## config.mk

```make
export PLATFORM = sky130hd
export DESIGN_NAME = mch_setup
export DESIGN_NICKNAME = d
export VERILOG_FILES = /design/src/design/mch_pkg.sv /design/src/design/mch_setup.sv /design/src/design/mch_sync.sv /design/src/design/mch_timeout.sv
export SDC_FILE = /design/constraint.sdc
export NUM_CORES = 1
export LEC_CHECK = 0
export BUFFER_PORTS_ARGS = -buffer_cell sky130_fd_sc_hd__buf_2
export CORE_ASPECT_RATIO = 1.1
export CORE_MARGIN = 1
export CORE_UTILIZATION = 30
export CTS_CLUSTER_DIAMETER = 200
export DETAILED_ROUTE_END_ITERATION = 6
export PLACE_DENSITY = 0.44
export RECOVER_POWER = 100
export SLEW_MARGIN = 25
export SYNTH_ARGS = -nofsm -noshare
export SYNTH_HDL_FRONTEND = slang
export SYNTH_SLANG_ARGS = --single-unit
```

## constraint.sdc

```tcl
create_clock -name pclk -period 5.08 [get_ports pclk]
set_input_delay 0.762 -clock pclk [delete_from_list [all_inputs] [get_ports pclk]]
set_output_delay 0.762 -clock pclk [all_outputs]
set_load 0.01 [all_outputs]
```

## src/design/mch_pkg.sv

```systemverilog
package mch_pkg;
    // register byte offsets
    localparam logic [7:0] OFS_CR = 8'h00;
    localparam logic [7:0] OFS_MR = 8'h04;
    localparam logic [7:0] OFS_DTOR = 8'h08;
    localparam logic [7:0] OFS_SDCR = 8'h0c;
    localparam logic [7:0] OFS_ARGR = 8'h10;
    localparam logic [7:0] OFS_CMDR = 8'h14;
    localparam logic [7:0] OFS_BLKR = 8'h18;
    localparam logic [7:0] OFS_SR = 8'h40;
    // field positions
    localparam int CR_SWRST = 7;
    localparam int MR_DMA_MODE = 15;
    localparam int MR_FBYTE = 13;
    localparam int BLOCK_LENGTH_LSB = 16;
    localparam int SDCR_BUS = 7;
    localparam int CMD_RSP_LSB = 6;
    localparam int CMD_SPC_LSB = 8;
    localparam int CMD_OD = 11;
    localparam int CMD_LAT = 12;
    localparam int CMD_TRC_LSB = 16;
    localparam int CMD_DIR = 18;
    localparam int CMD_TYP_LSB = 19;
    localparam int CMD_IOS_LSB = 24;
    localparam int SR_COMMAND_READY_FLAG = 0;
    localparam int SR_DATA_TIMEOUT_ERROR = 22;
    localparam int SR_OVERRUN_FLAG = 30;
    localparam int SR_UNDERRUN_FLAG = 31;
    // reset values and counts
    localparam logic [31:0] REG_RESET = 32'h0;
    localparam logic [6:0] INIT_CLOCKS = 7'h4a;
    localparam logic [6:0] LAT_SHORT = 7'h05;
    localparam logic [6:0] LAT_LONG = 7'h40;
    // command codes
    localparam logic [2:0] SPC_INIT = 3'h1;
    localparam logic [2:0] SPC_SYNC = 3'h2;
    localparam logic [2:0] SPC_RSVD = 3'h3;
    localparam logic [2:0] SPC_INT_CMD = 3'h4;
    localparam logic [2:0] SPC_INT_RESP = 3'h5;
    localparam logic [1:0] RSP_48 = 2'h1;
    localparam logic [1:0] RSP_136 = 2'h2;
    localparam logic [1:0] TRC_START = 2'h1;
    localparam logic [1:0] TRC_STOP = 2'h2;
    localparam logic [1:0] IOS_SUSPEND = 2'h1;
    localparam logic [1:0] IOS_RESUME = 2'h2;
    localparam logic [2:0] TYP_MULTI = 3'h1;
    localparam logic [2:0] TYP_SDIO_BYTE = 3'h4;

    typedef struct packed {
        logic [5:0] index;
        logic [31:0] arg;
        logic [2:0] special_command;
        logic resp_present;
        logic resp_long;
        logic open_drain;
        logic xfer_start;
        logic xfer_stop;
        logic read_dir;
        logic [2:0] transfer_type;
        logic sdio_suspend;
        logic sdio_resume;
    } mch_cmd_type;

    typedef struct packed {
        logic [15:0] blk_count;
        logic [15:0] blk_len;
        logic unbounded;
        logic wide_bus;
        logic [1:0] slot;
    } mch_xfer_type;

    // timeout multiplier per 3-bit code
    function automatic logic [20:0] dto_mult(input logic [2:0] code);
        unique case (code)
            3'h0: dto_mult = 21'h000001;
            3'h1: dto_mult = 21'h000010;
            3'h2: dto_mult = 21'h000080;
            3'h3: dto_mult = 21'h000100;
            3'h4: dto_mult = 21'h000400;
            3'h5: dto_mult = 21'h001000;
            3'h6: dto_mult = 21'h010000;
            3'h7: dto_mult = 21'h100000;
        endcase
    endfunction
endpackage

```

## src/design/mch_setup.sv

```systemverilog
// The APB register port and the address map were left to the implementer.
module mch_setup
    import mch_pkg::*;
(
    input wire logic pclk,
    input wire logic presetn,
    input wire logic psel,
    input wire logic penable,
    input wire logic pwrite,
    input wire logic [7:0] paddr,
    input wire logic [31:0] pwdata,
    output logic [31:0] prdata,
    output logic pready,
    output logic pslverr,
    input wire logic card_clk,
    input wire logic cmd_bit,
    input wire logic cmd_drive,
    input wire logic cmd_sent,
    input wire logic block_done,
    input wire logic data_wait,
    input wire logic underrun_evt,
    input wire logic overrun_evt,
    input wire logic dma_done,
    output mch_cmd_type cmd_desc,
    output logic cmd_start,
    output logic init_active,
    output logic [6:0] resp_latency,
    output mch_xfer_type xfer,
    output logic dma_enable,
    output logic dma_force_byte,
    output logic cmd_line_o,
    output logic cmd_line_oe
);
    typedef enum logic [2:0] {
        ST_IDLE, ST_INIT, ST_SYNC, ST_ISSUE, ST_BUSY
    } mch_state_type;

    mch_state_type state_r, state_nxt;
    logic dma_mode_r, fbyte_r, bus_r, cmd_ready_r, intr_wait_r;
    logic data_timeout_error_r, underrun_flag_r, overrun_flag_r, to_expired, card_rise;
    logic [1:0] slot_r;
    logic [6:0] dto_r, init_cnt_r;
    logic [15:0] blk_len_r, blk_cnt_r;
    logic [31:0] arg_r, cmdr_r, rd_mr, rd_sr, rd_word;

    // apb phase and address decode
    wire setup = psel & ~penable;
    wire access = psel & penable & pready;
    wire wr = access & pwrite;
    wire rd = access & ~pwrite;
    wire sel_cr = paddr == OFS_CR;
    wire sel_mr = paddr == OFS_MR;
    wire sel_dtor = paddr == OFS_DTOR;
    wire sel_sdcr = paddr == OFS_SDCR;
    wire sel_argr = paddr == OFS_ARGR;
    wire sel_cmdr = paddr == OFS_CMDR;
    wire sel_blkr = paddr == OFS_BLKR;
    wire sel_sr = paddr == OFS_SR;
    wire mapped = sel_cr | sel_mr | sel_dtor | sel_sdcr | sel_argr
        | sel_cmdr | sel_blkr | sel_sr;
    wire swrst = wr & sel_cr & pwdata[CR_SWRST];

    // command write acceptance; reserved codes are refused as well
    wire [2:0] wr_spc = pwdata[CMD_SPC_LSB +: 3];
    wire wr_rsvd = (pwdata[CMD_RSP_LSB +: 2] == 2'h3)
        | (wr_spc == SPC_RSVD) | (wr_spc > SPC_INT_RESP)
        | (pwdata[CMD_TRC_LSB +: 2] == 2'h3)
        | (pwdata[CMD_IOS_LSB +: 2] == 2'h3)
        | (pwdata[CMD_TYP_LSB +: 3] == 3'h3)
        | (pwdata[CMD_TYP_LSB +: 3] > 3'h5);
    wire cmd_ok = intr_wait_r ? (wr_spc == SPC_INT_RESP)
        : cmd_ready_r;
    wire cmd_take = wr & sel_cmdr & cmd_ok & ~wr_rsvd & ~swrst;
    wire [2:0] cur_spc = cmdr_r[CMD_SPC_LSB +: 3];
    wire [2:0] cur_typ = cmdr_r[CMD_TYP_LSB +: 3];
    wire sent_now = (state_r == ST_BUSY) & cmd_sent;

    // command sequencing
    always_comb begin
        state_nxt = state_r;
        unique case (state_r)
            ST_IDLE: begin
                if (cmd_take) begin
                    if (wr_spc == SPC_INIT)
                        state_nxt = ST_INIT;
                    else if (wr_spc == SPC_SYNC)
                        state_nxt = ST_SYNC;
                    else
                        state_nxt = ST_ISSUE;
                end
            end
            ST_INIT: begin
                if (init_cnt_r == INIT_CLOCKS)
                    state_nxt = ST_ISSUE;
            end
            ST_SYNC: begin
                if (block_done)
                    state_nxt = ST_ISSUE;
            end
            ST_ISSUE: state_nxt = ST_BUSY;
            ST_BUSY: begin
                if (cmd_sent)
                    state_nxt = ST_IDLE;
            end
        endcase
    end

    always_ff @(posedge pclk or negedge presetn) begin
        if (!presetn)
            state_r <= ST_IDLE;
        else if (swrst)
            state_r <= ST_IDLE;
        else
            state_r <= state_nxt;
    end

    // card clock rising edges counted only while initialising
    mch_sync u_clk_sync (
        .pclk(pclk),
        .presetn(presetn),
        .async_in(card_clk),
        .rise(card_rise)
    );

    always_ff @(posedge pclk or negedge presetn) begin
        if (!presetn)
            init_cnt_r <= '0;
        else if (state_r != ST_INIT)
            init_cnt_r <= '0;
        else if (card_rise && init_cnt_r != INIT_CLOCKS)
            init_cnt_r <= init_cnt_r + 7'h1;
    end

    // command ready and interrupt-mode hold
    always_ff @(posedge pclk or negedge presetn) begin
        if (!presetn) begin
            cmd_ready_r <= 1'b1;
            intr_wait_r <= 1'b0;
        end else if (swrst) begin
            cmd_ready_r <= 1'b1;
            intr_wait_r <= 1'b0;
        end else if (cmd_take) begin
            cmd_ready_r <= 1'b0;
        end else if (sent_now) begin
            // interrupt command keeps the register locked to a response
            cmd_ready_r <= cur_spc != SPC_INT_CMD;
            intr_wait_r <= cur_spc == SPC_INT_CMD;
        end
    end

    // software-written configuration registers
    always_ff @(posedge pclk or negedge presetn) begin
        if (!presetn) begin
            {dma_mode_r, fbyte_r, bus_r, slot_r} <= 5'h0;
            {blk_len_r, blk_cnt_r} <= REG_RESET;
            dto_r <= REG_RESET[6:0];
            {arg_r, cmdr_r} <= {REG_RESET, REG_RESET};
        end else if (swrst) begin
            {dma_mode_r, fbyte_r, bus_r, slot_r} <= 5'h0;
            {blk_len_r, blk_cnt_r} <= REG_RESET;
            dto_r <= REG_RESET[6:0];
            {arg_r, cmdr_r} <= {REG_RESET, REG_RESET};
        end else begin
            if (wr && sel_mr) begin
                dma_mode_r <= pwdata[MR_DMA_MODE];
                fbyte_r <= pwdata[MR_FBYTE];
                blk_len_r <= pwdata[BLOCK_LENGTH_LSB +: 16];
            end
            if (wr && sel_blkr) begin
                blk_len_r <= pwdata[BLOCK_LENGTH_LSB +: 16];
                blk_cnt_r <= pwdata[15:0];
            end
            if (wr && sel_dtor)
                dto_r <= pwdata[6:0];
            if (wr && sel_sdcr) begin
                bus_r <= pwdata[SDCR_BUS];
                slot_r <= pwdata[1:0];
            end
            if (wr && sel_argr)
                arg_r <= pwdata;
            if (cmd_take)
                cmdr_r <= pwdata;
        end
    end

    // data timeout between blocks
    mch_timeout u_timeout (
        .pclk(pclk),
        .presetn(presetn),
        .run(data_wait & ~swrst),
        .cyc(dto_r[3:0]),
        .mul(dto_r[6:4]),
        .expired(to_expired)
    );

    // sticky status; a setting event wins over the clear
    wire sr_rd = rd & sel_sr;
    wire dma_clr = dma_mode_r & dma_done;
    always_ff @(posedge pclk or negedge presetn) begin
        if (!presetn) begin
            {data_timeout_error_r, underrun_flag_r, overrun_flag_r} <= 3'h0;
        end else if (swrst) begin
            {data_timeout_error_r, underrun_flag_r, overrun_flag_r} <= 3'h0;
        end else begin
            data_timeout_error_r <= to_expired | (data_timeout_error_r & ~sr_rd);
            underrun_flag_r <= underrun_evt | (underrun_flag_r & ~dma_clr);
            overrun_flag_r <= overrun_evt | (overrun_flag_r & ~dma_clr);
        end
    end

    // read word assembly
    always_comb begin
        rd_mr = '0;
        rd_mr[BLOCK_LENGTH_LSB +: 16] = blk_len_r;
        rd_mr[MR_DMA_MODE] = dma_mode_r;
        rd_mr[MR_FBYTE] = fbyte_r;
        rd_sr = '0;
        rd_sr[SR_COMMAND_READY_FLAG] = cmd_ready_r;
        rd_sr[SR_DATA_TIMEOUT_ERROR] = data_timeout_error_r;
        rd_sr[SR_OVERRUN_FLAG] = overrun_flag_r;
        rd_sr[SR_UNDERRUN_FLAG] = underrun_flag_r;
    end

    assign rd_word = sel_mr ? rd_mr
        : sel_dtor ? {25'h0, dto_r}
        : sel_sdcr ? {24'h0, bus_r, 5'h0, slot_r}
        : sel_argr ? arg_r
        : sel_blkr ? {blk_len_r, blk_cnt_r}
        : sel_sr ? rd_sr : 32'h0;

    // apb answer registered in setup, so access ends in one cycle
    always_ff @(posedge pclk or negedge presetn) begin
        if (!presetn) begin
            pready <= 1'b0;
            pslverr <= 1'b0;
            prdata <= '0;
        end else begin
            pready <= setup;
            pslverr <= setup & ~mapped;
            prdata <= (setup && !pwrite) ? rd_word : 32'h0;
        end
    end

    // command descriptor handed to the shifter on issue
    wire [1:0] cur_rsp = cmdr_r[CMD_RSP_LSB +: 2];
    wire [1:0] cur_trc = cmdr_r[CMD_TRC_LSB +: 2];
    wire [1:0] cur_ios = cmdr_r[CMD_IOS_LSB +: 2];
    always_ff @(posedge pclk or negedge presetn) begin
        if (!presetn) begin
            cmd_desc <= '0;
            cmd_start <= 1'b0;
            init_active <= 1'b0;
        end else begin
            cmd_start <= state_r == ST_ISSUE;
            init_active <= state_nxt == ST_INIT;
            if (state_r == ST_ISSUE) begin
                cmd_desc.index <= cmdr_r[5:0];
                cmd_desc.arg <= arg_r;
                cmd_desc.special_command <= cur_spc;
                cmd_desc.resp_present <= cur_rsp != 2'h0;
                cmd_desc.resp_long <= cur_rsp == RSP_136;
                cmd_desc.open_drain <= cmdr_r[CMD_OD];
                cmd_desc.xfer_start <= cur_trc == TRC_START;
                cmd_desc.xfer_stop <= cur_trc == TRC_STOP;
                cmd_desc.read_dir <= cmdr_r[CMD_DIR];
                cmd_desc.transfer_type <= cur_typ;
                cmd_desc.sdio_suspend <= cur_ios == IOS_SUSPEND;
                cmd_desc.sdio_resume <= cur_ios == IOS_RESUME;
            end
        end
    end

    // transfer setup, latency limit and command line drive
    wire byte_mode = cur_typ == TYP_SDIO_BYTE;
    wire od = cmd_desc.open_drain;
    always_ff @(posedge pclk or negedge presetn) begin
        if (!presetn) begin
            xfer <= '0;
            resp_latency <= LAT_SHORT;
            dma_enable <= 1'b0;
            dma_force_byte <= 1'b0;
            cmd_line_o <= 1'b1;
            cmd_line_oe <= 1'b0;
        end else begin
            xfer.blk_count <= blk_cnt_r;
            xfer.blk_len <= byte_mode ? 16'h0 : blk_len_r;
            xfer.unbounded <= (cur_typ == TYP_MULTI)
                & (blk_cnt_r == 16'h0);
            xfer.wide_bus <= bus_r;
            xfer.slot <= slot_r;
            resp_latency <= cmdr_r[CMD_LAT] ? LAT_LONG
                : LAT_SHORT;
            dma_enable <= dma_mode_r;
            dma_force_byte <= fbyte_r;
            // open drain only ever pulls low, released line floats high
            cmd_line_o <= od ? 1'b0 : cmd_bit;
            cmd_line_oe <= cmd_drive & (~od | ~cmd_bit);
        end
    end
endmodule

```

## src/design/mch_sync.sv

```systemverilog
module mch_sync
    import mch_pkg::*;
(
    input wire logic pclk,
    input wire logic presetn,
    input wire logic async_in,
    output logic rise
);
    logic s1_r, s2_r, s3_r;

    // two stages, then a third for edge finding off the second only
    always_ff @(posedge pclk or negedge presetn) begin
        if (!presetn) begin
            s1_r <= 1'b0;
            s2_r <= 1'b0;
            s3_r <= 1'b0;
            rise <= 1'b0;
        end else begin
            s1_r <= async_in;
            s2_r <= s1_r;
            s3_r <= s2_r;
            rise <= s2_r & ~s3_r;
        end
    end
endmodule

```

## src/design/mch_timeout.sv

```systemverilog
module mch_timeout
    import mch_pkg::*;
(
    input wire logic pclk,
    input wire logic presetn,
    input wire logic run,
    input wire logic [3:0] cyc,
    input wire logic [2:0] mul,
    output logic expired
);
    logic [20:0] pre_r;
    logic [3:0] cnt_r;
    logic done_r;

    // prescaler wraps every multiplier cycles, count of wraps vs cycles
    wire [20:0] limit = dto_mult(mul) - 21'h1;
    wire tick = pre_r == limit;
    wire hit = run & ~done_r & (cnt_r == cyc);

    // one pulse per wait; a stopped wait restarts from zero
    always_ff @(posedge pclk or negedge presetn) begin
        if (!presetn) begin
            pre_r <= '0;
            cnt_r <= '0;
            done_r <= 1'b0;
            expired <= 1'b0;
        end else if (!run) begin
            pre_r <= '0;
            cnt_r <= '0;
            done_r <= 1'b0;
            expired <= 1'b0;
        end else begin
            pre_r <= tick ? 21'h0 : pre_r + 21'h1;
            if (tick && cnt_r != cyc)
                cnt_r <= cnt_r + 4'h1;
            done_r <= done_r | hit;
            expired <= hit;
        end
    end
endmodule

```

* Word-level counts from Yosys, hierarchy flattened
Memories as Yosys holds them, arrays and structs flattened.
Index checks and enable logic that the tools add are counted.
** Word-level totals
- Flip-flop bits (word level) :: 283
- Memory bits (read-only) :: 64
- Input bits :: 54
- Output and inout port bits :: 135
- Logic and storage cells :: 227
- Memories kept :: 1
** Operators by class
- Add/subtract/negate cells :: 4
- Order comparisons :: 2
- Equality and inequality tests :: 37
- Muxes and demuxes :: 55
- Bitwise gates (word level) :: 53
- Reductions and logical operators :: 24
** Memory list
- (name not given) :: words 8, bits a word 8, rd ports 1, clocked after memory_dff 0, wr ports 0, line mch_pkg.sv:74 : unique case (code)
** Operator list (count)
- $mux 32 :: 9
- $mux 16 :: 6
- $mux 26 :: 2
- $mux 21 :: 2
- $mux 7 :: 5
- $and 1x1->1 :: 24
- $eq 8x5->1 const B :: 3
- $add 21x1->21 const B :: 1
- $eq 21x21->1 :: 1
- $sub 21x1->21 const B :: 1
- $mux 1 :: 20
- $mux 3 :: 6
- $or 1x1->1 :: 18
- $reduce_bool 2->1 :: 9
- $eq 8x4->1 const B :: 2
- $logic_not 16->1 :: 1
- $eq 3x2->1 const B :: 5
- $pmux 3 s5 :: 1
- $eq 2x2->1 const B :: 6
- $eq 3x1->1 const B :: 4
- $eq 3x3->1 const B :: 4
- $not 1->1 :: 11
- $eq 8x3->1 const B :: 1
- $eq 8x7->1 const B :: 1
- other kinds (19) :: 32

* Longest topological paths before layout
Gate-level depths: netlist of the first run.
- Depth in word-level cells :: 13
- Mapped depth :: 9
- Depth with buffers taken out :: 8

* Cells and area by module
A second synthesis of the first run with hierarchy kept.
** Second synthesis, totals
- Cells, all modules :: 1089
- Area total of the unflattened synthesis :: 11315.9 µm²
** By module, submodules not included
- mch_setup :: times used 1, cells each 927, area an instance 9719.3 µm², sequential area each 6059.6 µm²
- mch_timeout :: times used 1, cells each 157, area an instance 1482.7 µm², sequential area each 675.6 µm²
- mch_sync :: times used 1, cells each 5, area an instance 113.9 µm², sequential area each 100.1 µm²

* Worst setup path before layout of the first run
OpenSTA, ideal clock, no wires.
- Path type :: input -> register
- From :: input port paddr[2]
- To :: register init_active
- Arrival time :: 2320 ps
- Required time :: 4969 ps
- Slack :: 2648 ps
- Stages on the path :: 8
- Cells stage by stage :: buf_2 nor2b_1 nand4_1 or4_1 buf_2 a211oi_1 nor4_1 a2111oi_2
** Between the ends
- Word-level cells in the longest chain between the ends :: 8
** RTL lines
- start: declaration :: line mch_setup.sv:10 : input wire logic [7:0] paddr,
- $eq 8x5->1 or $logic_not 8->1 (tied branches) :: line mch_setup.sv:56, mch_setup.sv:51
- $and 1x1->1, on equally long branches (2 in a row) :: line mch_setup.sv:73, mch_setup.sv:61
- $and 1x1->1 or $not 1->1 (tied branches) :: line mch_setup.sv:73 : wire cmd_take = wr & sel_cmdr & cmd_ok & ~wr_rsvd & ~swrst;
- $and 1x1->1 * :: line mch_setup.sv:73
- $mux 3 * :: line mch_setup.sv:83 : if (cmd_take) begin
- $pmux 3 s5 * :: line mch_setup.sv:81 : unique case (state_r)
- $eq 3x1->1 * :: line mch_setup.sv:255 : init_active <= state_nxt == ST_INIT;
- end signal: assignment :: line mch_setup.sv:252 : init_active <= 1'b0;
- end signal: assignment :: line mch_setup.sv:255
- end: declaration :: line mch_setup.sv:26 : output logic init_active,
Every way passes the cells marked *; elsewhere a longest branch is shown, timed or not.
A chain may end at the register's enable or synchronous reset.

* Worst setup path after layout of the first run
- From :: input port paddr[3]
- To :: register arg_r[3]
** Between the ends
- Word-level cells in the longest chain between the ends :: 4
** RTL lines
- $logic_not 8->1 :: line mch_setup.sv:51 : wire sel_cr = paddr == OFS_CR;
- $and 1x1->1 (2 in a row) :: line mch_setup.sv:61 : wire swrst = wr & sel_cr & pwdata[CR_SWRST];
- $mux 32 or $reduce_bool 2->1 (tied branches)
- end signal: assignment :: line mch_setup.sv:157 : {arg_r, cmdr_r} <= {REG_RESET, REG_RESET};
- end signal: assignment :: line mch_setup.sv:162 : {arg_r, cmdr_r} <= {REG_RESET, REG_RESET};
- end signal: assignment :: line mch_setup.sv:180 : arg_r <= pwdata;
- end: declaration :: line mch_setup.sv:44 : logic [31:0] arg_r, cmdr_r, rd_mr, rd_sr, rd_word;
Several ways; a longest one is shown, not always the timed one.

==> impl_metrics.ini, run 1 <==
[status]
outcome = finished, violations left
failed_checks = max-capacitance violations, max-slew violations

[clock_tree]
cts_max_path_buffers = 3
clock-sinks = 273
cts_hold_repair.buffers = 0
cts-buffers-inserted = 30
cts.reportedPaths.clkPinSlew_ns = 0.06
clkLatencyLatePin_ns = 0.56
cts.repair.resized = 0
post-cts-setup-buffer-count = 0
tritoncts = yes
h_tree_lvl_count = 1
clockRootBuffer = sky130_fd_sc_hd__clkbuf_16

[synthesis]
synth_top_family_by_area = simple AND/OR/NAND/NOR gates
synth.yosys.warnings = 0
synth.distinct_cells = 59
synth_flop_cell = sky130_fd_sc_hd__dfrtp_1
yosys_register_bits = 273
synth_cell_area_mm2 = 0.01124
synthTopCellsByCount = sky130_fd_sc_hd__dfrtp_1, sky130_fd_sc_hd__nand2_1, sky130_fd_sc_hd__nor2_1
top_post_synthesis_cells_by_area = sky130_fd_sc_hd__dfrtp_1, sky130_fd_sc_hd__nand2_1, sky130_fd_sc_hd__mux2_2
synth.avg_cell_area_um2 = 10.60
muxShareOfSynthArea_pct = 6.969
synth_enable_flop_cells = 0
syn-instance-count = 1060
synth-compound-area-share_pct = 8.082
ys_seq_area_share_pct = 60.81
cell_with_the_most_instances_after_synthesis = sky130_fd_sc_hd__dfrtp_1
post_synth_fa_ha_maj_area_fraction_pct = 0.4453
yosys.area_share.xor_xnor_pct = 2.416
synth.largest_area_cell = sky130_fd_sc_hd__dfrtp_1
post_synth_and_or_nand_nor_area_fraction_pct = 18.29
synthDominantCellAreaShare_pct = 60.11
synthArstFlopShare_pct = 100.0

[setup_path]
worst_setup_path_start_kind = primary input
cp_data_arrival_time_ns = 4.05
regToRegSetupSlack_ns = 1.59
worst_setup_path_end_kind = register
worst-endpoint-required_ns = 5.51
cp_max_fo = 26
path_class = primary input to register

[global_routing]
antenna_violations_before_repair = 3
grt_remaining_overflow = 0
grt_pass1_wl_mm = 50.50
grt_pass1_vias = 8324
grt_max_degree = 108
grt_use_total_pct = 17.07

[timing]
fin_crit_sh_pct = 71.17
timing_worst_slew_pin_value_ns = 2.789
max_freq_ghz = 0.2766
timing.max_slew.rel_slack_pct = -85.90
finalClockSkew_ns = 0.008278
finalWorstPathRequiredPeriod_ns = 3.616
slew_violations = 134
finalSetupViolCount = 0
setup_total_negative_slack_ns = 0
grt_setup_unrepaired = no
timing.final.hold_violations = 0

[die]
io_pins = 189
die_area_mm2 = 0.03824
rows = 74
fp.dieH_um = 205.0
starting_density_of_the_core_pct = 30.35
die-width_um = 186.6
core_area_mm2 = 0.03704

[placement]
detailedPlacementHpwl_mm = 21.87
port-buffer-count = 184
place.gp.congestion = 0.7783
numPlacedInstances = 1684

[route]
drc_markers = 0
routed_wirelength_mm = 32.62
vias_per_inst = 4.714
wl_per_cell_um = 18.76
num_vias = 8198
initial_drt_pass_iterations = 5
ant_nets = 0
detailedRoute.firstIterationViolations = 500

[job]
drv_cap = 3

[layout]
finish.utilization_pct = 36.31
syn_to_final_growth_pct = 19.65
finish.cell_count_without_fillers = 1739
fraction_of_layout_cells_with_a_size_suffix_above_1_pct = 13.19
layout.nets = 1281

[power]
power.density_mw_per_mm2 = 347.0
power.ir.vdd_worst_uv = 243.0
p_leak_uw = 0.006245

[hold_path]
hold_class = primary input to register
==> kinds of logic (layout without fill, tap and decap cells) <==
logic type	Yosys count	in the layout
AND/OR/NAND/NOR	447	447
flip-flops	273	273
AO/OA/AOI/OAI	153	153
buffers and inverters	79	259
multiplexers	72	72
XOR/XNOR	31	31
adder cells (fa/ha/maj)	4	4
other	1	6
==> sequential cells by signal, summed over array words and instances (netlist names), 7 cells and up <==
signal / cells
arg_r: 32
init_cnt_r: 7
cmd_desc: 51
blk_cnt_r: 16
dto_r: 7
blk_len_r: 16
xfer: 36
u_timeout.pre_r: 21
cmdr_r: 21
prdata: 32
==> worst max-delay path, stage by stage <==
cell and delay (ns):
sky130_fd_sc_hd__clkbuf_1 0.60, sky130_fd_sc_hd__nor4_1 0.69, sky130_fd_sc_hd__and2_0 0.84, sky130_fd_sc_hd__nand2_1 0.59, sky130_fd_sc_hd__buf_4 0.39, sky130_fd_sc_hd__nand2_1 0.09
sky130_fd_sc_hd__a21oi_1 0.07
==> through the flow <==
| step | area [µm²] | hold WS [ns] | setup WS [ns] | total power (µW) |
|---|---|---|---|---|
| 2_1_floorplan | 11250 | 0.3312 | 2.648 | 2370 |
| 3_3_place_gp | 12620 | 0.3356 | 1.547 | 2501 |
| 3_5_place_dp | 12620 | 0.3426 | 1.480 | 2503 |
| 4_1_cts | 13620 | 0.2871 | 2.061 | 4747 |
| 5_1_grt | 13450 | 0.2931 | 1.103 | 4855 |
| 6_report | 13450 | 0.3102 | 1.464 | 4667 |
==> path summary, 6_finish.rpt <==
| kind | from | to | cells past startpoint |
|---|---|---|---|
| setup reg to reg | state_r[0]$_DFF_PN0_ | cmd_desc[2]$_DFFE_PN0P_ | 5 |
| min in group asynchronous | presetn | init_cnt_r[6]$_DFFE_PN0P_ | 1 |
| setup / recovery | paddr[3] | arg_r[3]$_DFFE_PN0P_ | 7 |
| max in group asynchronous | presetn | xfer[15]$_DFF_PN0_ | 2 |
| hold / removal | card_clk | u_clk_sync.s1_r$_DFF_PN0_ | 1 |
| hold reg to reg | u_clk_sync.s1_r$_DFF_PN0_ | u_clk_sync.s2_r$_DFF_PN0_ | 0 |
==> power by group <==
part	switching, µW	total (µW)	leakage (µW)	internal, µW
sequential	27.3	2230	0.00377	2210
clock	891	2210	0.000491	1320
combinational	151	218	0.00199	67.1
total	1070	4670	0.00625	3600
==> area by class of cell <==
| class | count | area, µm² |
|---|---|---|
| antenna | 2 | 5.005 |
| clock buffer | 45 | 908.4 |
| clock inverter | 7 | 91.34 |
| fill | 3819 | 23590 |
| inverter | 12 | 45.04 |
| multi-input combinational | 711 | 4090 |
| sequential | 273 | 6835 |
| tap | 494 | 618.1 |
| timing repair buffer | 195 | 854.6 |
==> cell usage in the layout, fill, tap and decap left out, types with 22 or more instances in the layout <==
cell / count
sky130_fd_sc_hd__a21oi_1: 82
sky130_fd_sc_hd__buf_2: 49
sky130_fd_sc_hd__clkbuf_1: 143
sky130_fd_sc_hd__clkbuf_16: 31
sky130_fd_sc_hd__dfrtp_1: 270
sky130_fd_sc_hd__mux2_2: 49
sky130_fd_sc_hd__mux2i_1: 22
sky130_fd_sc_hd__nand2_1: 212
sky130_fd_sc_hd__nand3_1: 40
sky130_fd_sc_hd__nor2_1: 88
sky130_fd_sc_hd__o21ai_0: 23
==> per-layer routing <==
layer | vias up | global-route usage, % | part of all wire, %
met2 | 196 | 28.93 | 48
met3 | 40 | 2.861 | 4.5
met5 | - | 0 | 0.071
met4 | 4 | 4.215 | 2.0
li1 | 3912 | - | -
met1 | 4046 | 22.67 | 45
No activity file was read; power rests on OpenSTA's default activity.
==> run 2: changes to the inputs <==
==> constraint.sdc (replaced) <==
create_clock -name pclk -period 3.4 [get_ports pclk]
set_input_delay 0.51 -clock pclk [delete_from_list [all_inputs] [get_ports pclk]]
set_output_delay 0.51 -clock pclk [all_outputs]
set_load 0.01 [all_outputs]
==> run 2 against run 1 <==
Effect of this change: the run still ends with max-capacitance violations, max-slew violations left; die area unchanged; global-route usage up 0.38 points; cell area up 0.66%; clock power up 46%; final cell count up 1.3%.
==> impl_metrics.ini, run 2 (same netlist as run 1, synthesis figures left out) <==
[status]
outcome = finished, violations left
failed_checks = max-capacitance violations, max-slew violations

[placement]
detailedPlacementHpwl_mm = 22.66
port-buffer-count = 184
place.gp.congestion = 0.8045
numPlacedInstances = 1703

[timing]
timing_worst_slew_pin_value_ns = 1.731
slew_violations = 148
setup_total_negative_slack_ns = 0
grt_setup_unrepaired = no
finalWorstPathRequiredPeriod_ns = 2.839
max_freq_ghz = 0.3522
fin_crit_sh_pct = 83.50
timing.final.hold_violations = 0
timing.max_slew.rel_slack_pct = -15.38
finalClockSkew_ns = 0.01404
finalSetupViolCount = 0

[layout]
largest-register = cmd_desc
filler_cell_count = 3840
fraction_of_layout_cells_with_a_size_suffix_above_1_pct = 13.67
finish.utilization_pct = 36.55
finish.cell_count_without_fillers = 1761
reg_top3 = cmd_desc x51, xfer x36
layout.nets = 1300
layout_common_cells = sky130_fd_sc_hd__dfrtp_1, sky130_fd_sc_hd__nand2_1, sky130_fd_sc_hd__clkbuf_1
largest_register_ffs = 51
syn_to_final_growth_pct = 20.44
layout.cells.most_common = sky130_fd_sc_hd__dfrtp_1

[setup_path]
cp_max_fo = 24
path_class = primary input to register
cp-startpoint = paddr[3]
timing.reg2reg.worst_path_depth = 5
cp_data_arrival_time_ns = 3.30
regToRegSetupSlack_ns = 0.64
reg2reg_to = blk_len_r[3]$_DFFE_PN0P_
worst-endpoint-required_ns = 3.86
r2r-start = pready$_DFF_PN0_
critical_path.endpoint = blk_cnt_r[14]$_DFFE_PN0P_
worst_setup_path_start_kind = primary input
worst_setup_path_end_kind = register

[route]
ant_nets = 0
num_vias = 8224
detailedRoute.firstIterationViolations = 438
routed_wirelength_mm = 33.21
wl_per_cell_um = 18.86
drc_markers = 0
vias_per_inst = 4.670
initial_drt_pass_iterations = 4

[clock_tree]
cts.reportedPaths.clkPinSlew_ns = 0.06
post-cts-setup-buffer-count = 0
tritoncts = yes
clock-sinks = 273
h_tree_lvl_count = 1
cts-buffers-inserted = 30
cts_max_path_buffers = 3
clockRootBuffer = sky130_fd_sc_hd__clkbuf_16
clkLatencyLatePin_ns = 0.56

[global_routing]
antenna_violations_before_repair = 1
grt_remaining_overflow = 0
grt_use_total_pct = 17.45
grt_pass1_vias = 8490
grt_pass1_wl_mm = 51.69
grt_max_degree = 83

[power]
netSwitchingFraction_pct = 23.11
power.ir.vdd_worst_uv = 348.8
p_clk_share_pct = 46.8
internal-power_uw = 5311
p_sw_uw = 1596
p_leak_uw = 0.006304
power.density_mw_per_mm2 = 510.3
power.sequential.fraction_pct = 48.4
power.share.combinational_pct = 4.8

[die]
fp.dieH_um = 205.0
starting_density_of_the_core_pct = 30.35
io_pins = 189
rows = 74
die_area_mm2 = 0.03824
die-width_um = 186.6
core_area_mm2 = 0.03704

[job]
drv_cap = 4

[hold_path]
hold_class = primary input to register
-- run 2: layer usage --
metal  up-vias  GRT usage [%]  routed length [µm]
met5         -              0                   0
met4         0          4.157                 620
met3        53          2.690                1458
met2       182          30.24               16540
met1      4042          22.86               14590
li1       3947              -                   -
-- run 2: area by class of cell --
cell class / instances / area (µm²) / area share, %
inverters: 12 / 45.04 / 0.3327
clock inverters: 9 / 97.59 / 0.7210
clock buffers: 47 / 875.8 / 6.470
multi-input cells: 711 / 4091 / 30.22
flip-flops and latches: 273 / 6835 / 50.49
well taps: 494 / 618.1 / 4.566
repair buffers: 214 / 970.9 / 7.173
diodes: 1 / 2.502 / 0.01849
-- run 2: worst min-delay path by stage --
stage	from	endpoint	slack, ns	depth (start not counted)
CTS	card_clk	u_clk_sync.s1_r$_DFF_PN0_	0.04	1
floorplan	presetn	arg_r[0]$_DFFE_PN0P_	0.21	0
finish	card_clk	u_clk_sync.s1_r$_DFF_PN0_	0.07	1
global route	card_clk	u_clk_sync.s1_r$_DFF_PN0_	0.04	1
detailed placement	u_clk_sync.s1_r$_DFF_PN0_	u_clk_sync.s2_r$_DFF_PN0_	0.34	0
global placement	u_clk_sync.s1_r$_DFF_PN0_	u_clk_sync.s2_r$_DFF_PN0_	0.33	0
-- run 2: stage by stage --
step / worst slack, ns / instance area (µm²) / power [µW] / hold WS (ns)
floorplan: 1.220 / 11250 / 3541 / 0.2144
global placement: 0.5036 / 12800 / 3751 / 0.3346
detailed placement: 0.4225 / 12800 / 3754 / 0.3364
CTS: 0.7902 / 13790 / 7020 / 0.04037
global route: 0.3744 / 13530 / 7179 / 0.04485
finish: 0.5609 / 13540 / 6908 / 0.06591
-- run 2: power by group through the flow --
stage,registers [µW],clock network [µW],logic [µW]
final,3340,3230,335
after global placement,3400,0,351
after floorplan,3390,0,152
after global routing,3350,3460,378
after CTS,3340,3320,355
after detailed placement,3400,0,354
-- run 2: critical path, stage by stage --
cell and delay, ns:
sky130_fd_sc_hd__buf_2 0.13, sky130_fd_sc_hd__clkbuf_1 1.26, sky130_fd_sc_hd__and3_1 0.32, sky130_fd_sc_hd__clkbuf_1 0.79, sky130_fd_sc_hd__nand2_1 0.13, sky130_fd_sc_hd__a21oi_1 0.15
-- run 2: repair_timing --
item / 4_1_cts / 5_1_grt
gates resized for setup: 0 / 0
hold buffers: 1 / 0
hold endpoints to repair: 7 / 0
==> run 3: changes to the inputs <==
--- a/config.mk
+++ b/config.mk
@@ -11,7 +11,7 @@
 export CORE_UTILIZATION = 30
 export CTS_CLUSTER_DIAMETER = 200
 export DETAILED_ROUTE_END_ITERATION = 6
-export PLACE_DENSITY = 0.44
+export PLACE_DENSITY = 0.46
 export RECOVER_POWER = 100
 export SLEW_MARGIN = 25
 export SYNTH_ARGS = -nofsm -noshare
==> constraint.sdc (replaced) <==
create_clock -name pclk -period 2.3 [get_ports pclk]
set_input_delay 0.345 -clock pclk [delete_from_list [all_inputs] [get_ports pclk]]
set_output_delay 0.345 -clock pclk [all_outputs]
set_load 0.01 [all_outputs]
==> run 3 against run 2 <==
Effect of this change: clock power rose by 53%; combinational power is 70% higher; wire length is 0.58% lower; clock-buffer cell count shrank 1; non-clock buffer count increased by 60; cell area grew 3.8%; the flow now finishes without violations; first-iteration DRC count fell by 11%; critical path depth increased by 1.
==> impl_metrics.ini, run 3 (same netlist as run 1, synthesis figures left out) <==
[timing]
finalSetupViolCount = 0
timing.max_slew.rel_slack_pct = 7.744
fin_crit_sh_pct = 94.42
max_freq_ghz = 0.4605
timing.final.hold_violations = 0
timing_worst_slew_pin_value_ns = 1.384
finalClockSkew_ns = 0.01352
slew_violations = 0
setup_total_negative_slack_ns = 0
grt_setup_unrepaired = no
finalWorstPathRequiredPeriod_ns = 2.172

[power]
power.ir.vdd_worst_uv = 568.9
p_leak_uw = 0.006632
power.density_mw_per_mm2 = 743.7

[setup_path]
cp_data_arrival_time_ns = 2.61
worst_setup_path_start_kind = register
path_class = register to register
cp_max_fo = 5
worst-endpoint-required_ns = 2.74
worst_setup_path_end_kind = register

[placement]
place.gp.congestion = 0.7849
numPlacedInstances = 1761
port-buffer-count = 184
detailedPlacementHpwl_mm = 23.31

[global_routing]
grt_use_total_pct = 17.23
grt_remaining_overflow = 0
grt_pass1_vias = 8517
grt_pass1_wl_mm = 50.96
antenna_violations_before_repair = 0
grt_max_degree = 61

[die]
starting_density_of_the_core_pct = 30.35
io_pins = 189
die_area_mm2 = 0.03824
core_area_mm2 = 0.03704
fp.dieH_um = 205.0
die-width_um = 186.6
rows = 74

[route]
num_vias = 8463
wl_per_cell_um = 18.12
drc_markers = 0
vias_per_inst = 4.645
routed_wirelength_mm = 33.02
ant_nets = 0
detailedRoute.firstIterationViolations = 392
initial_drt_pass_iterations = 4

[clock_tree]
post-cts-setup-buffer-count = 0
tritoncts = yes
cts.reportedPaths.clkPinSlew_ns = 0.06
clkLatencyLatePin_ns = 0.55
clock-sinks = 273
cts_max_path_buffers = 3
clockRootBuffer = sky130_fd_sc_hd__clkbuf_16
cts-buffers-inserted = 31
h_tree_lvl_count = 1

[layout]
layout.cells.most_common = sky130_fd_sc_hd__dfrtp_1
largest_register_ffs = 51
fraction_of_layout_cells_with_a_size_suffix_above_1_pct = 18.00
syn_to_final_growth_pct = 25.00
largest-register = cmd_desc
layout.nets = 1361
reg_top3 = cmd_desc x51, xfer x36
n_antenna_cell = 0
layout_common_cells = sky130_fd_sc_hd__dfrtp_1, sky130_fd_sc_hd__nand2_1, sky130_fd_sc_hd__clkbuf_1
finish.cell_count_without_fillers = 1822

[status]
outcome = finished, final reports clean

[job]
drv_cap = 0

[hold_path]
hold_class = primary input to register
==> run 3: cell count changes in the layout (fill, tap and decap cells not counted), sizes merged <==
cell,delta
inv,+1
bufinv,-1
dlygate4sd3,+2
clkinv,+3
clkbuf,+9
buf,+48
diode,-1
==> run 3: layout make-up <==
type                       instances  area (µm²)
clock buffer                      46       952.2
clock inverter                    12       91.34
fill                            3797       22990
inverter                          12       45.04
multi-input combinational        711        4093
sequential                       273        6835
tap                              494       618.1
timing repair buffer             274        1415
==> run 3: worst paths after layout <==
| kind | startpoint | depth (start not counted) | end | slack, ns |
|---|---|---|---|---|
| min | overrun_evt | 3 | overrun_flag_r$_DFF_PN0_ | 0.03 |
| min in group asynchronous | presetn | 2 | init_cnt_r[0]$_DFFE_PN0P_ | 0.67 |
| max in group asynchronous | presetn | 3 | cmd_desc[42]$_DFFE_PN0P_ | 0.42 |
| min reg2reg | u_clk_sync.s1_r$_DFF_PN0_ | 0 | u_clk_sync.s2_r$_DFF_PN0_ | 0.36 |
| max | u_timeout.pre_r[2]$_DFF_PN0_ | 7 | u_timeout.pre_r[18]$_DFF_PN0_ | 0.13 |
| max reg2reg | u_timeout.pre_r[2]$_DFF_PN0_ | 7 | u_timeout.pre_r[18]$_DFF_PN0_ | 0.13 |
==> run 3: repair_timing <==
| action | CTS | global route |
|---|---|---|
| hold endpoints to repair | 45 | 0 |
| gates resized for setup | 0 | 0 |
| hold buffers | 3 | 0 |
==> run 3: routing by layer <==
layer  share of wire, %  track usage, %  vias up
met3                4.0           2.193       28
met4                1.5           4.040        0
met1                 45           22.81     4159
li1                   -               -     4073
met5                  0               0        -
met2                 50           29.96      203
==> run 3: per-stage QoR <==
stage	total power [µW]	hold WS, ns	worst slack [ns]	util, %	instance area, µm²
2_1_floorplan	5234	0.04941	0.1702	-	11250
3_3_place_gp	5620	0.3060	-0.1178	35.85	13280
3_5_place_dp	5628	0.3044	-0.1825	35.85	13280
4_1_cts	10650	0.01676	0.1231	38.75	14350
5_1_grt	10870	0.03233	0.04919	37.94	14050
6_report	10450	0.03170	0.1282	37.94	14050
==> run 3: power breakdown <==
part	switching (µW)	leakage [µW]	total [µW]	internal, µW
registers	65.0	0.00377	4940	4880
logic	363	0.00234	571	208
clock network	1980	0.000526	4940	2960
==> run 3: worst max-delay path, cell delays in order (launching register included) <==
cell,delay [ns]
sky130_fd_sc_hd__dfrtp_1,0.37
sky130_fd_sc_hd__or4_4,0.54
sky130_fd_sc_hd__a211oi_2,0.23
sky130_fd_sc_hd__o32ai_1,0.16
sky130_fd_sc_hd__or3_1,0.44
sky130_fd_sc_hd__nand2_1,0.11
sky130_fd_sc_hd__buf_4,0.15
sky130_fd_sc_hd__nor2_1,0.05
